$ cat src/rtl/hct_pkg.sv
// constants for the horizontal crt timing working set
package hct_pkg;
  // host i/o ports
  localparam logic [15:0] EXT_IDX_PORT  = 16'h03CE;
  localparam logic [15:0] EXT_DATA_PORT = 16'h03CF;
  localparam logic [15:0] STD_IDX_PORT_C = 16'h03D4;
  localparam logic [15:0] STD_DAT_PORT_C = 16'h03D5;
  localparam logic [15:0] STD_IDX_PORT_M = 16'h03B4;
  localparam logic [15:0] STD_DAT_PORT_M = 16'h03B5;
  // extension indices
  localparam logic [7:0] IDX_GATE      = 8'h0A;
  localparam logic [7:0] IDX_OVERRIDE  = 8'h0C;
  localparam logic [7:0] IDX_HT_LOW    = 8'h60;
  localparam logic [7:0] IDX_BS_LOW    = 8'h61;
  localparam logic [7:0] IDX_BE_CTL    = 8'h62;
  localparam logic [7:0] IDX_SS_LOW    = 8'h63;
  localparam logic [7:0] IDX_HI_BITS   = 8'h64;
  localparam logic [7:0] IDX_SRC_SEL   = 8'h83;
  // standard indices
  localparam logic [7:0] IDX_STD_VRE   = 8'h11;
  // gate codes
  localparam logic [7:0] GATE_OPEN     = 8'hEC;
  localparam logic [7:0] GATE_CLOSE    = 8'hCE;
  // field positions and masks
  localparam int         PROT_BIT      = 7;
  localparam int         BS_MSB_BIT    = 7;
  localparam int         BE_MSB_BIT    = 7;
  localparam int         SS_MSB_BIT    = 6;
  localparam int         HT_MSB_BIT    = 5;
  localparam int         SRC_SEL_BIT   = 1;
  localparam logic [7:0] OVERRIDE_MASK = 8'h80;
  localparam logic [7:0] BE_CTL_MASK   = 8'h9F;
  localparam logic [7:0] REG_RESET     = 8'h00;
  // counter restarts at programmed total plus this
  localparam logic [9:0] TOTAL_EXTRA   = 10'h004;
  // longest blanking run, one short of the 64 that the six-bit end compare allows
  localparam logic [6:0] BLANK_MAX_LEN = 7'h3F;
endpackage : hct_pkg

$ cat src/rtl/hct_timing.sv
// horizontal crt timing working set with protect override and indexed host port
`timescale 1ns/1ps

// Function
// - override bit 7 write-protects the eight horizontal standard registers
// - with blank-end std bit 7 clear, retrace-end protect bit stops protecting
// - retrace-end protect bit locks blank-end std bit 7, which is set by then, so retrace-end stays reachable
// - override bit writable whatever the protect state
// - working set drives horizontal timing, except display end, which comes from std register 1
// - select 0: standard writes update standard and working registers
// - select 1: working set changes only via extension; standard writes dropped
// - total is 9 bits, msb in high-bit register bit 5
// - counter supports lines up to 516 characters
// - blanking starts when counter equals 9-bit blank start
// - clocks between display end and blank start form right border
// - blanking ends on 6-bit blank end match, msb in high-bit bit 7
// - blanking pulse at most 63 characters
// - sync starts when counter equals 9-bit retrace start
// - registers reached by index then data at port 3CF
// - extension access opens on EC, closes on CE; reads 01 or 00
// - high-bit register: bit7 blank end, bit6 sync, bit5 total, 4:0 retrace end
module hct_timing
  import hct_pkg::*;
(
  // clock and reset
  input  wire logic        ref_clk,
  input  wire logic        rstn,
  // host i/o port
  input  wire logic        io_wr,
  input  wire logic        io_rd,
  input  wire logic [15:0] io_addr,
  input  wire logic [7:0]  io_wdata,
  output logic      [7:0]  io_rdata,
  // crt timing
  output logic             hsync,
  output logic             hblank,
  output logic             hde,
  output logic             border
);

  logic [7:0] std_reg [0:7];
  logic [7:0] vre_std_reg;
  logic [7:0] ext_idx_reg;
  logic [7:0] std_idx_reg;
  logic       gate_reg;
  logic [7:0] ovr_reg;
  logic [7:0] ht_reg;
  logic [7:0] bs_reg;
  logic [7:0] be_reg;
  logic [7:0] ss_reg;
  logic [7:0] hi_reg;
  logic       src_reg;
  logic [9:0] cnt_reg;
  logic       hsync_reg;
  logic       hblank_reg;
  logic       hde_reg;
  logic       border_reg;
  logic [7:0] rdata_reg;

  logic       ext_wr;
  logic       std_wr;
  logic       prot_std;
  logic       std_take;
  logic       mirror;
  logic [8:0] total9;
  logic [8:0] bstart9;
  logic [5:0] bend6;
  logic [8:0] sstart9;
  logic       line_end;
  logic [6:0] blank_run;
  logic       blank_set;
  logic       blank_clr;
  logic       blank_cap;
  logic       hblank_next;

  // decode of the two data paths
  assign ext_wr = io_wr && (io_addr == EXT_DATA_PORT);
  assign std_wr = io_wr && (io_addr == STD_DAT_PORT_C || io_addr == STD_DAT_PORT_M);
  // protect: override, or retrace-end bit only while blank-end std bit 7 is set
  assign prot_std = ovr_reg[PROT_BIT] |
                    (std_reg[3][7] & vre_std_reg[PROT_BIT]);
  // standard writes are dropped entirely while select is 1
  assign std_take = std_wr && !src_reg && (std_idx_reg < 8'h08) && !prot_std;
  assign mirror   = std_take;

  // working-set fields
  assign total9  = {hi_reg[HT_MSB_BIT], ht_reg};
  assign bstart9 = {be_reg[BS_MSB_BIT], bs_reg};
  assign bend6   = {hi_reg[BE_MSB_BIT], be_reg[4:0]};
  assign sstart9 = {hi_reg[SS_MSB_BIT], ss_reg};
  assign line_end = (cnt_reg == ({1'b0, total9} + TOTAL_EXTRA));

  // blanking next state; the length cap beats a restart so short lines cannot hold it
  assign blank_set   = (cnt_reg[8:0] == bstart9);
  assign blank_clr   = (cnt_reg[5:0] == bend6);
  assign blank_cap   = hblank_reg && (blank_run == (BLANK_MAX_LEN - 7'h01));
  assign hblank_next = !blank_cap && (blank_set || (hblank_reg && !blank_clr));

  // index latches for both paths
  always_ff @(posedge ref_clk) begin
    if (!rstn) begin
      ext_idx_reg <= REG_RESET;
      std_idx_reg <= REG_RESET;
    end else if (io_wr && io_addr == EXT_IDX_PORT) begin
      ext_idx_reg <= io_wdata;
    end else if (io_wr && (io_addr == STD_IDX_PORT_C || io_addr == STD_IDX_PORT_M)) begin
      std_idx_reg <= io_wdata;
    end
  end

  // extension gate: only the two codes change it
  always_ff @(posedge ref_clk) begin
    if (!rstn) begin
      gate_reg <= 1'b0;
    end else if (ext_wr && ext_idx_reg == IDX_GATE) begin
      if (io_wdata == GATE_OPEN) begin
        gate_reg <= 1'b1;
      end else if (io_wdata == GATE_CLOSE) begin
        gate_reg <= 1'b0;
      end
    end
  end

  // standard horizontal registers, one per index
  for (genvar k = 0; k < 8; k++) begin : g_std
    always_ff @(posedge ref_clk) begin
      if (!rstn) begin
        std_reg[k] <= REG_RESET;
      end else if (std_take && std_idx_reg == 8'(k)) begin
        if (k == 3 && vre_std_reg[PROT_BIT]) begin
          std_reg[k] <= {std_reg[k][7], io_wdata[6:0]};
        end else begin
          std_reg[k] <= io_wdata;
        end
      end
    end
  end

  // retrace-end std register: reachable only while blank-end std bit 7 set
  always_ff @(posedge ref_clk) begin
    if (!rstn) begin
      vre_std_reg <= REG_RESET;
    end else if (std_wr && !src_reg && std_idx_reg == IDX_STD_VRE && std_reg[3][7]) begin
      vre_std_reg <= io_wdata;
    end
  end

  // override and source select; override ignores all protection
  always_ff @(posedge ref_clk) begin
    if (!rstn) begin
      ovr_reg <= REG_RESET;
      src_reg <= 1'b0;
    end else if (ext_wr && gate_reg) begin
      if (ext_idx_reg == IDX_OVERRIDE) begin
        ovr_reg <= io_wdata & OVERRIDE_MASK;
      end
      if (ext_idx_reg == IDX_SRC_SEL) begin
        src_reg <= io_wdata[SRC_SEL_BIT];
      end
    end
  end

  // working set: extension writes whenever the gate is open, standard mirror when select is 0
  always_ff @(posedge ref_clk) begin
    if (!rstn) begin
      ht_reg <= REG_RESET;
      bs_reg <= REG_RESET;
      be_reg <= REG_RESET;
      ss_reg <= REG_RESET;
      hi_reg <= REG_RESET;
    end else if (ext_wr && gate_reg) begin
      unique case (ext_idx_reg)
        IDX_HT_LOW:  ht_reg <= io_wdata;
        IDX_BS_LOW:  bs_reg <= io_wdata;
        IDX_BE_CTL:  be_reg <= io_wdata & BE_CTL_MASK;
        IDX_SS_LOW:  ss_reg <= io_wdata;
        IDX_HI_BITS: hi_reg <= io_wdata;
        default: ;
      endcase
    end else if (mirror) begin
      unique case (std_idx_reg)
        8'h00: ht_reg <= io_wdata;
        8'h02: bs_reg <= io_wdata;
        8'h03: be_reg <= {be_reg[7:5], io_wdata[4:0]};
        8'h04: ss_reg <= io_wdata;
        8'h05: hi_reg <= {hi_reg[7:5], io_wdata[4:0]};
        default: ;
      endcase
    end
  end

  // host read data; closed gate hides extension registers
  always_ff @(posedge ref_clk) begin
    if (!rstn) begin
      rdata_reg <= REG_RESET;
    end else if (io_rd && io_addr == EXT_DATA_PORT) begin
      if (ext_idx_reg == IDX_GATE) begin
        rdata_reg <= {7'h00, gate_reg};
      end else if (!gate_reg) begin
        rdata_reg <= REG_RESET;
      end else begin
        unique case (ext_idx_reg)
          IDX_OVERRIDE: rdata_reg <= ovr_reg;
          IDX_HT_LOW:   rdata_reg <= ht_reg;
          IDX_BS_LOW:   rdata_reg <= bs_reg;
          IDX_BE_CTL:   rdata_reg <= be_reg;
          IDX_SS_LOW:   rdata_reg <= ss_reg;
          IDX_HI_BITS:  rdata_reg <= hi_reg;
          IDX_SRC_SEL:  rdata_reg <= {6'h00, src_reg, 1'b0};
          default:      rdata_reg <= REG_RESET;
        endcase
      end
    end else if (io_rd && (io_addr == STD_DAT_PORT_C || io_addr == STD_DAT_PORT_M)) begin
      if (std_idx_reg < 8'h08) begin
        rdata_reg <= std_reg[std_idx_reg[2:0]];
      end else if (std_idx_reg == IDX_STD_VRE && std_reg[3][7]) begin
        rdata_reg <= vre_std_reg;
      end else begin
        rdata_reg <= REG_RESET;
      end
    end
  end

  // character counter; 10 bits so total plus four fits past 512
  always_ff @(posedge ref_clk) begin
    if (!rstn) begin
      cnt_reg <= 10'h000;
    end else if (line_end) begin
      cnt_reg <= 10'h000;
    end else begin
      cnt_reg <= cnt_reg + 10'h001;
    end
  end

  // blanking: start wins over end so a zero-width setting still blanks a line
  always_ff @(posedge ref_clk) begin
    if (!rstn) begin
      hblank_reg <= 1'b0;
    end else begin
      hblank_reg <= hblank_next;
    end
  end

  // sync from retrace start to the 5-bit retrace end match
  always_ff @(posedge ref_clk) begin
    if (!rstn) begin
      hsync_reg <= 1'b0;
    end else if (cnt_reg[8:0] == sstart9) begin
      hsync_reg <= 1'b1;
    end else if (cnt_reg[4:0] == hi_reg[4:0]) begin
      hsync_reg <= 1'b0;
    end
  end

  // display enable up to the std display-end value; border fills the gaps
  always_ff @(posedge ref_clk) begin
    if (!rstn) begin
      hde_reg    <= 1'b0;
      border_reg <= 1'b0;
    end else begin
      hde_reg    <= (cnt_reg <= {2'b00, std_reg[1]});
      border_reg <= !(cnt_reg <= {2'b00, std_reg[1]}) && !hblank_next;
    end
  end

  assign io_rdata = rdata_reg;
  assign hsync    = hsync_reg;
  assign hblank   = hblank_reg;
  assign hde      = hde_reg;
  assign border   = border_reg;

  // helper: length of the current blanking run
  always_ff @(posedge ref_clk) begin
    if (!rstn) begin
      blank_run <= 7'h00;
    end else if (hblank_reg && blank_run != 7'h7F) begin
      blank_run <= blank_run + 7'h01;
    end else if (!hblank_reg) begin
      blank_run <= 7'h00;
    end
  end
endmodule : hct_timing

$ cat config.mk
export PLATFORM = sky130hd
export DESIGN_NAME = hct_timing
export DESIGN_NICKNAME = d
export VERILOG_FILES = /design/src/rtl/hct_pkg.sv /design/src/rtl/hct_timing.sv
export SDC_FILE = /design/constraint.sdc
export NUM_CORES = 1
export LEC_CHECK = 0
export BUFFER_PORTS_ARGS = -buffer_cell sky130_fd_sc_hd__buf_2
export CAP_MARGIN = 25
export CELL_PAD_IN_SITES_DETAIL_PLACEMENT = 0
export CELL_PAD_IN_SITES_GLOBAL_PLACEMENT = 2
export CORE_AREA = 2 2 172 174
export DETAILED_ROUTE_END_ITERATION = 7
export DIE_AREA = 0 0 174 176
export GPL_ROUTABILITY_DRIVEN = 0
export PLACE_DENSITY_LB_ADDON = 0.1
export SYNTH_ARGS = -nofsm -noshare
export SYNTH_HDL_FRONTEND = slang
export SYNTH_SLANG_ARGS = --single-unit
$ cat constraint.sdc
create_clock -name ref_clk -period 2.6 [get_ports ref_clk]
set_input_delay 0.26 -clock ref_clk [delete_from_list [all_inputs] [get_ports ref_clk]]
set_output_delay 0.26 -clock ref_clk [all_outputs]
set_load 0.01 [all_outputs]
==> summary.txt <==
Run status
  – Status: finished clean

Global routing
  – Aggregate global-route resource usage: 17.94%
  – Pin count of the biggest net entering global routing: 57
  – Vias in the first global route: 6592
  – First-pass GRT wire length: 41190 um
  – Final global-route overflow total: 0
  – Initial antenna violation count: 0

Clocking
  – Worst skew pair latency: 430 ps
  – Clock buffer depth: 2
  – CTS tree: yes
  – CTS clk-pin slew, worst paths: 80 ps
  – Clk root buf: clkbuf_16
  – TritonCTS Buffers: 17
  – H-Tree Depth: 4
  – Clk sinks: 161

Power and ir drop
  – Pleak: 3.968 nW
  – Peak VDD IR: 354.5 uV
  – PD cells: 558.2 mW/mm^2

Critical path
  – Critical Path AT: 2550 ps
  – WP data required: 2690 ps
  – Worst path slowest cell: or4_1
  – CP Launch Type: register
  – CP Max Fanout: 14
  – Crit end category: register
  – CP Cell Sequence: or4_1, buf_4, nor2_2, nand2_1, o41ai_1
  – Critical Path Max Stage Delay: 620 ps
  – CP Class: register to register

STA
  – Slew headroom: 47.11%
  – Period utilisation layout: 94.62%
  – Setup TNS Final: 0 ps
  – Final setup viols: 0
  – Final hold vios: 0
  – RSZ-0062 raised after global routing: no
  – Highest clock rate: 406.5 MHz
  – Final Max Slew Viols: 0
  – Final Critical Period: 2460 ps
  – Fin Hold WS: 222.8 ps
  – Layout Skew: 10.64 ps
  – Worst Tran Pin Value: 793.3 ps

Logic synthesis
  – Synth Cell Area: 0.008478 sq mm
  – Syn avg cell area: 10.36 sq um
  – Yosys Warn Count: 0
  – Mux cell area share after synthesis: 11.63%
  – Net count after synthesis: 858
  – Post-synthesis sequential area ratio: 45.57%
  – Top_reg_cell synth: dfxtp_1
  – Synth cell types: 65
  – Async SR Flop Fraction: 0%
  – Combinational family with the most area after synthesis: simple AND/OR/NAND/NOR gates
  – Synth Register Bits: 161
  – Post-Synth Adder-Cell Area: 1.771%
  – Post-synthesis compound-gate area fraction: 9.386%
  – Syn Inst Count: 818
  – Simple-Gate Fraction of Synth Area: 23.13%
  – Number of enable flip-flop cells after synthesis: 64
  – Post-synthesis xor/xnor area fraction: 5.475%

Detailed routing
  – Met2 wire length: 13090 um
  – Final wirelength: 26720 um
  – Routed met3 length: 859 um
  – First-pass DRT Iterations: 5
  – Met1 WL: 12480 um
  – # DRC: 0
  – Detailed router's first-iteration violation count: 430
  – Antenna Nets Post-Route: 0
  – Via count: 6439
  – Top Metal Used: met4
  – Vias per cell: 5.046
  – Routed length per placed instance: 20.94 um

Worst hold path
  – Worst min-delay path class: primary input to register

Cells and area
  – Final net count: 919
  – N_diodes: 0
  – Layout cells sized above 1: 18.39%
  – Fin cells: 1276
  – Max reg flops: 64
  – Fin util: 34.89%
  – Layout Area Growth over Synthesis: 17.47%
  – Final instance area: 0.009960 sq mm

Floorplanning
  – I/O pin cnt: 40
  – DIE AREA: 0.03062 sq mm
  – Vertical die dimension: 176 um
  – Starting density of the core: 29.70%
  – FP Rows: 62
  – Core area: 0.02855 sq mm
  – Die width: 174 um

Placed design
  – # port buffers: 39
  – Post-placement cell area: 0.009356 sq mm
  – Placed Cells: 1243
  – Dpl hpwl: 19820 um

Run
  – Number of max-cap violations: 0
[per-stage QoR]
step	power [W]	worst slack, ps
after floorplan	0.002918	-93.66
after global placement	0.003066	97.53
after detailed placement	0.003071	61.62
after CTS	0.005624	128.1
after global routing	0.005752	28.72
final	0.005559	139.8
[cells in the mapped netlist, drive strengths merged, types with 21 or more instances]
cell type  count  area (sq um)
and2          64         400.4
clkbuf        43         161.4
dfxtp         97          1942
edfxtp        64          1922
mux2i         76         760.7
nand2         74         277.8
nor2          31         118.9
nor2b         30         187.7
nor3          22         141.4
nor4          21         212.7
xnor2         22         192.7
xor2          31         271.5
[repair_timing]
item                       4_1_cts  5_1_grt
hold buffers                     0        0
setup buffers                    0        1
resized for setup                0        2
hold endpoints to repair         0        0
setup endpoints to repair        0       12
[logic make-up after synthesis]
logic type,after synthesis
adders and majority gates,12
AOI/OAI and AO/OA,108
muxes,87
DFF,161
buffers and inverters,67
xor gates and xnor gates,53
and+or+nand+nor,330
[worst max-delay path, delay by kind of cell (launching register included)]
family                 cells  cell delay (ps)
buffers and inverters      1              200
flip-flops                 1              310
AND/OR/NAND/NOR            3             1100
AO/OA/AOI/OAI              1              510
[metal layers]
layer / global-route usage (%) / up-vias
met5: 0 / -
met4: 4.447 / 0
met3: 2.713 / 16
met2: 30.96 / 123
met1: 23.62 / 3199
li1: - / 3101
[cell usage in the layout, fill, tap and decap left out, drive strengths merged, types with 5 or more instances in the layout]
master,n
o31ai,5
dfxtp,97
clkbuf,17
and3,12
o211ai,5
xor2,31
xnor2,22
nor4,21
a21o,9
nor2,31
nand2b,12
inv,28
and2,64
nand2,74
nor4b,5
a21oi,18
a22oi,14
edfxtp,64
ha,12
a21boi,10
a32oi,15
buf,91
nand4,15
nor3,22
nor2b,30
and4,5
nand3,17
mux4,9
mux2i,76
o21ai,11
[report_power, final]
| part | switching, W | leakage, nW | internal [W] |
|---|---|---|---|
| clock network | 0.00126 | 0.286 | 0.00130 |
| logic | 0.000200 | 2.24 | 0.000112 |
| registers | 0.0000310 | 1.44 | 0.00266 |
| total | 0.00149 | 3.97 | 0.00407 |
[cell type report]
| cell class | count | area, sq um |
|---|---|---|
| Multi-Input combinational cell | 590 | 4379 |
| Tap cell | 384 | 480.5 |
| Sequential cell | 161 | 3864 |
| Inverter | 18 | 67.56 |
| Timing Repair Buffer | 91 | 585.6 |
| Clock buffer | 17 | 425.4 |
| Fill cell | 2960 | 18590 |
| Clock inverter | 15 | 157.7 |
[final timing paths]
path	from	endpoint	slack, ps	cells after the start
worst max register to register	std_idx_reg[3]	std_reg[3][7]	140	5
worst min-delay path	io_wdata[1]	ext_idx_reg[1]	220	3
worst max-delay path	std_idx_reg[3]	std_reg[3][7]	140	5
worst min register to register	hsync	hsync	490	2
Note: power is estimated with default switching activity, not from simulation.
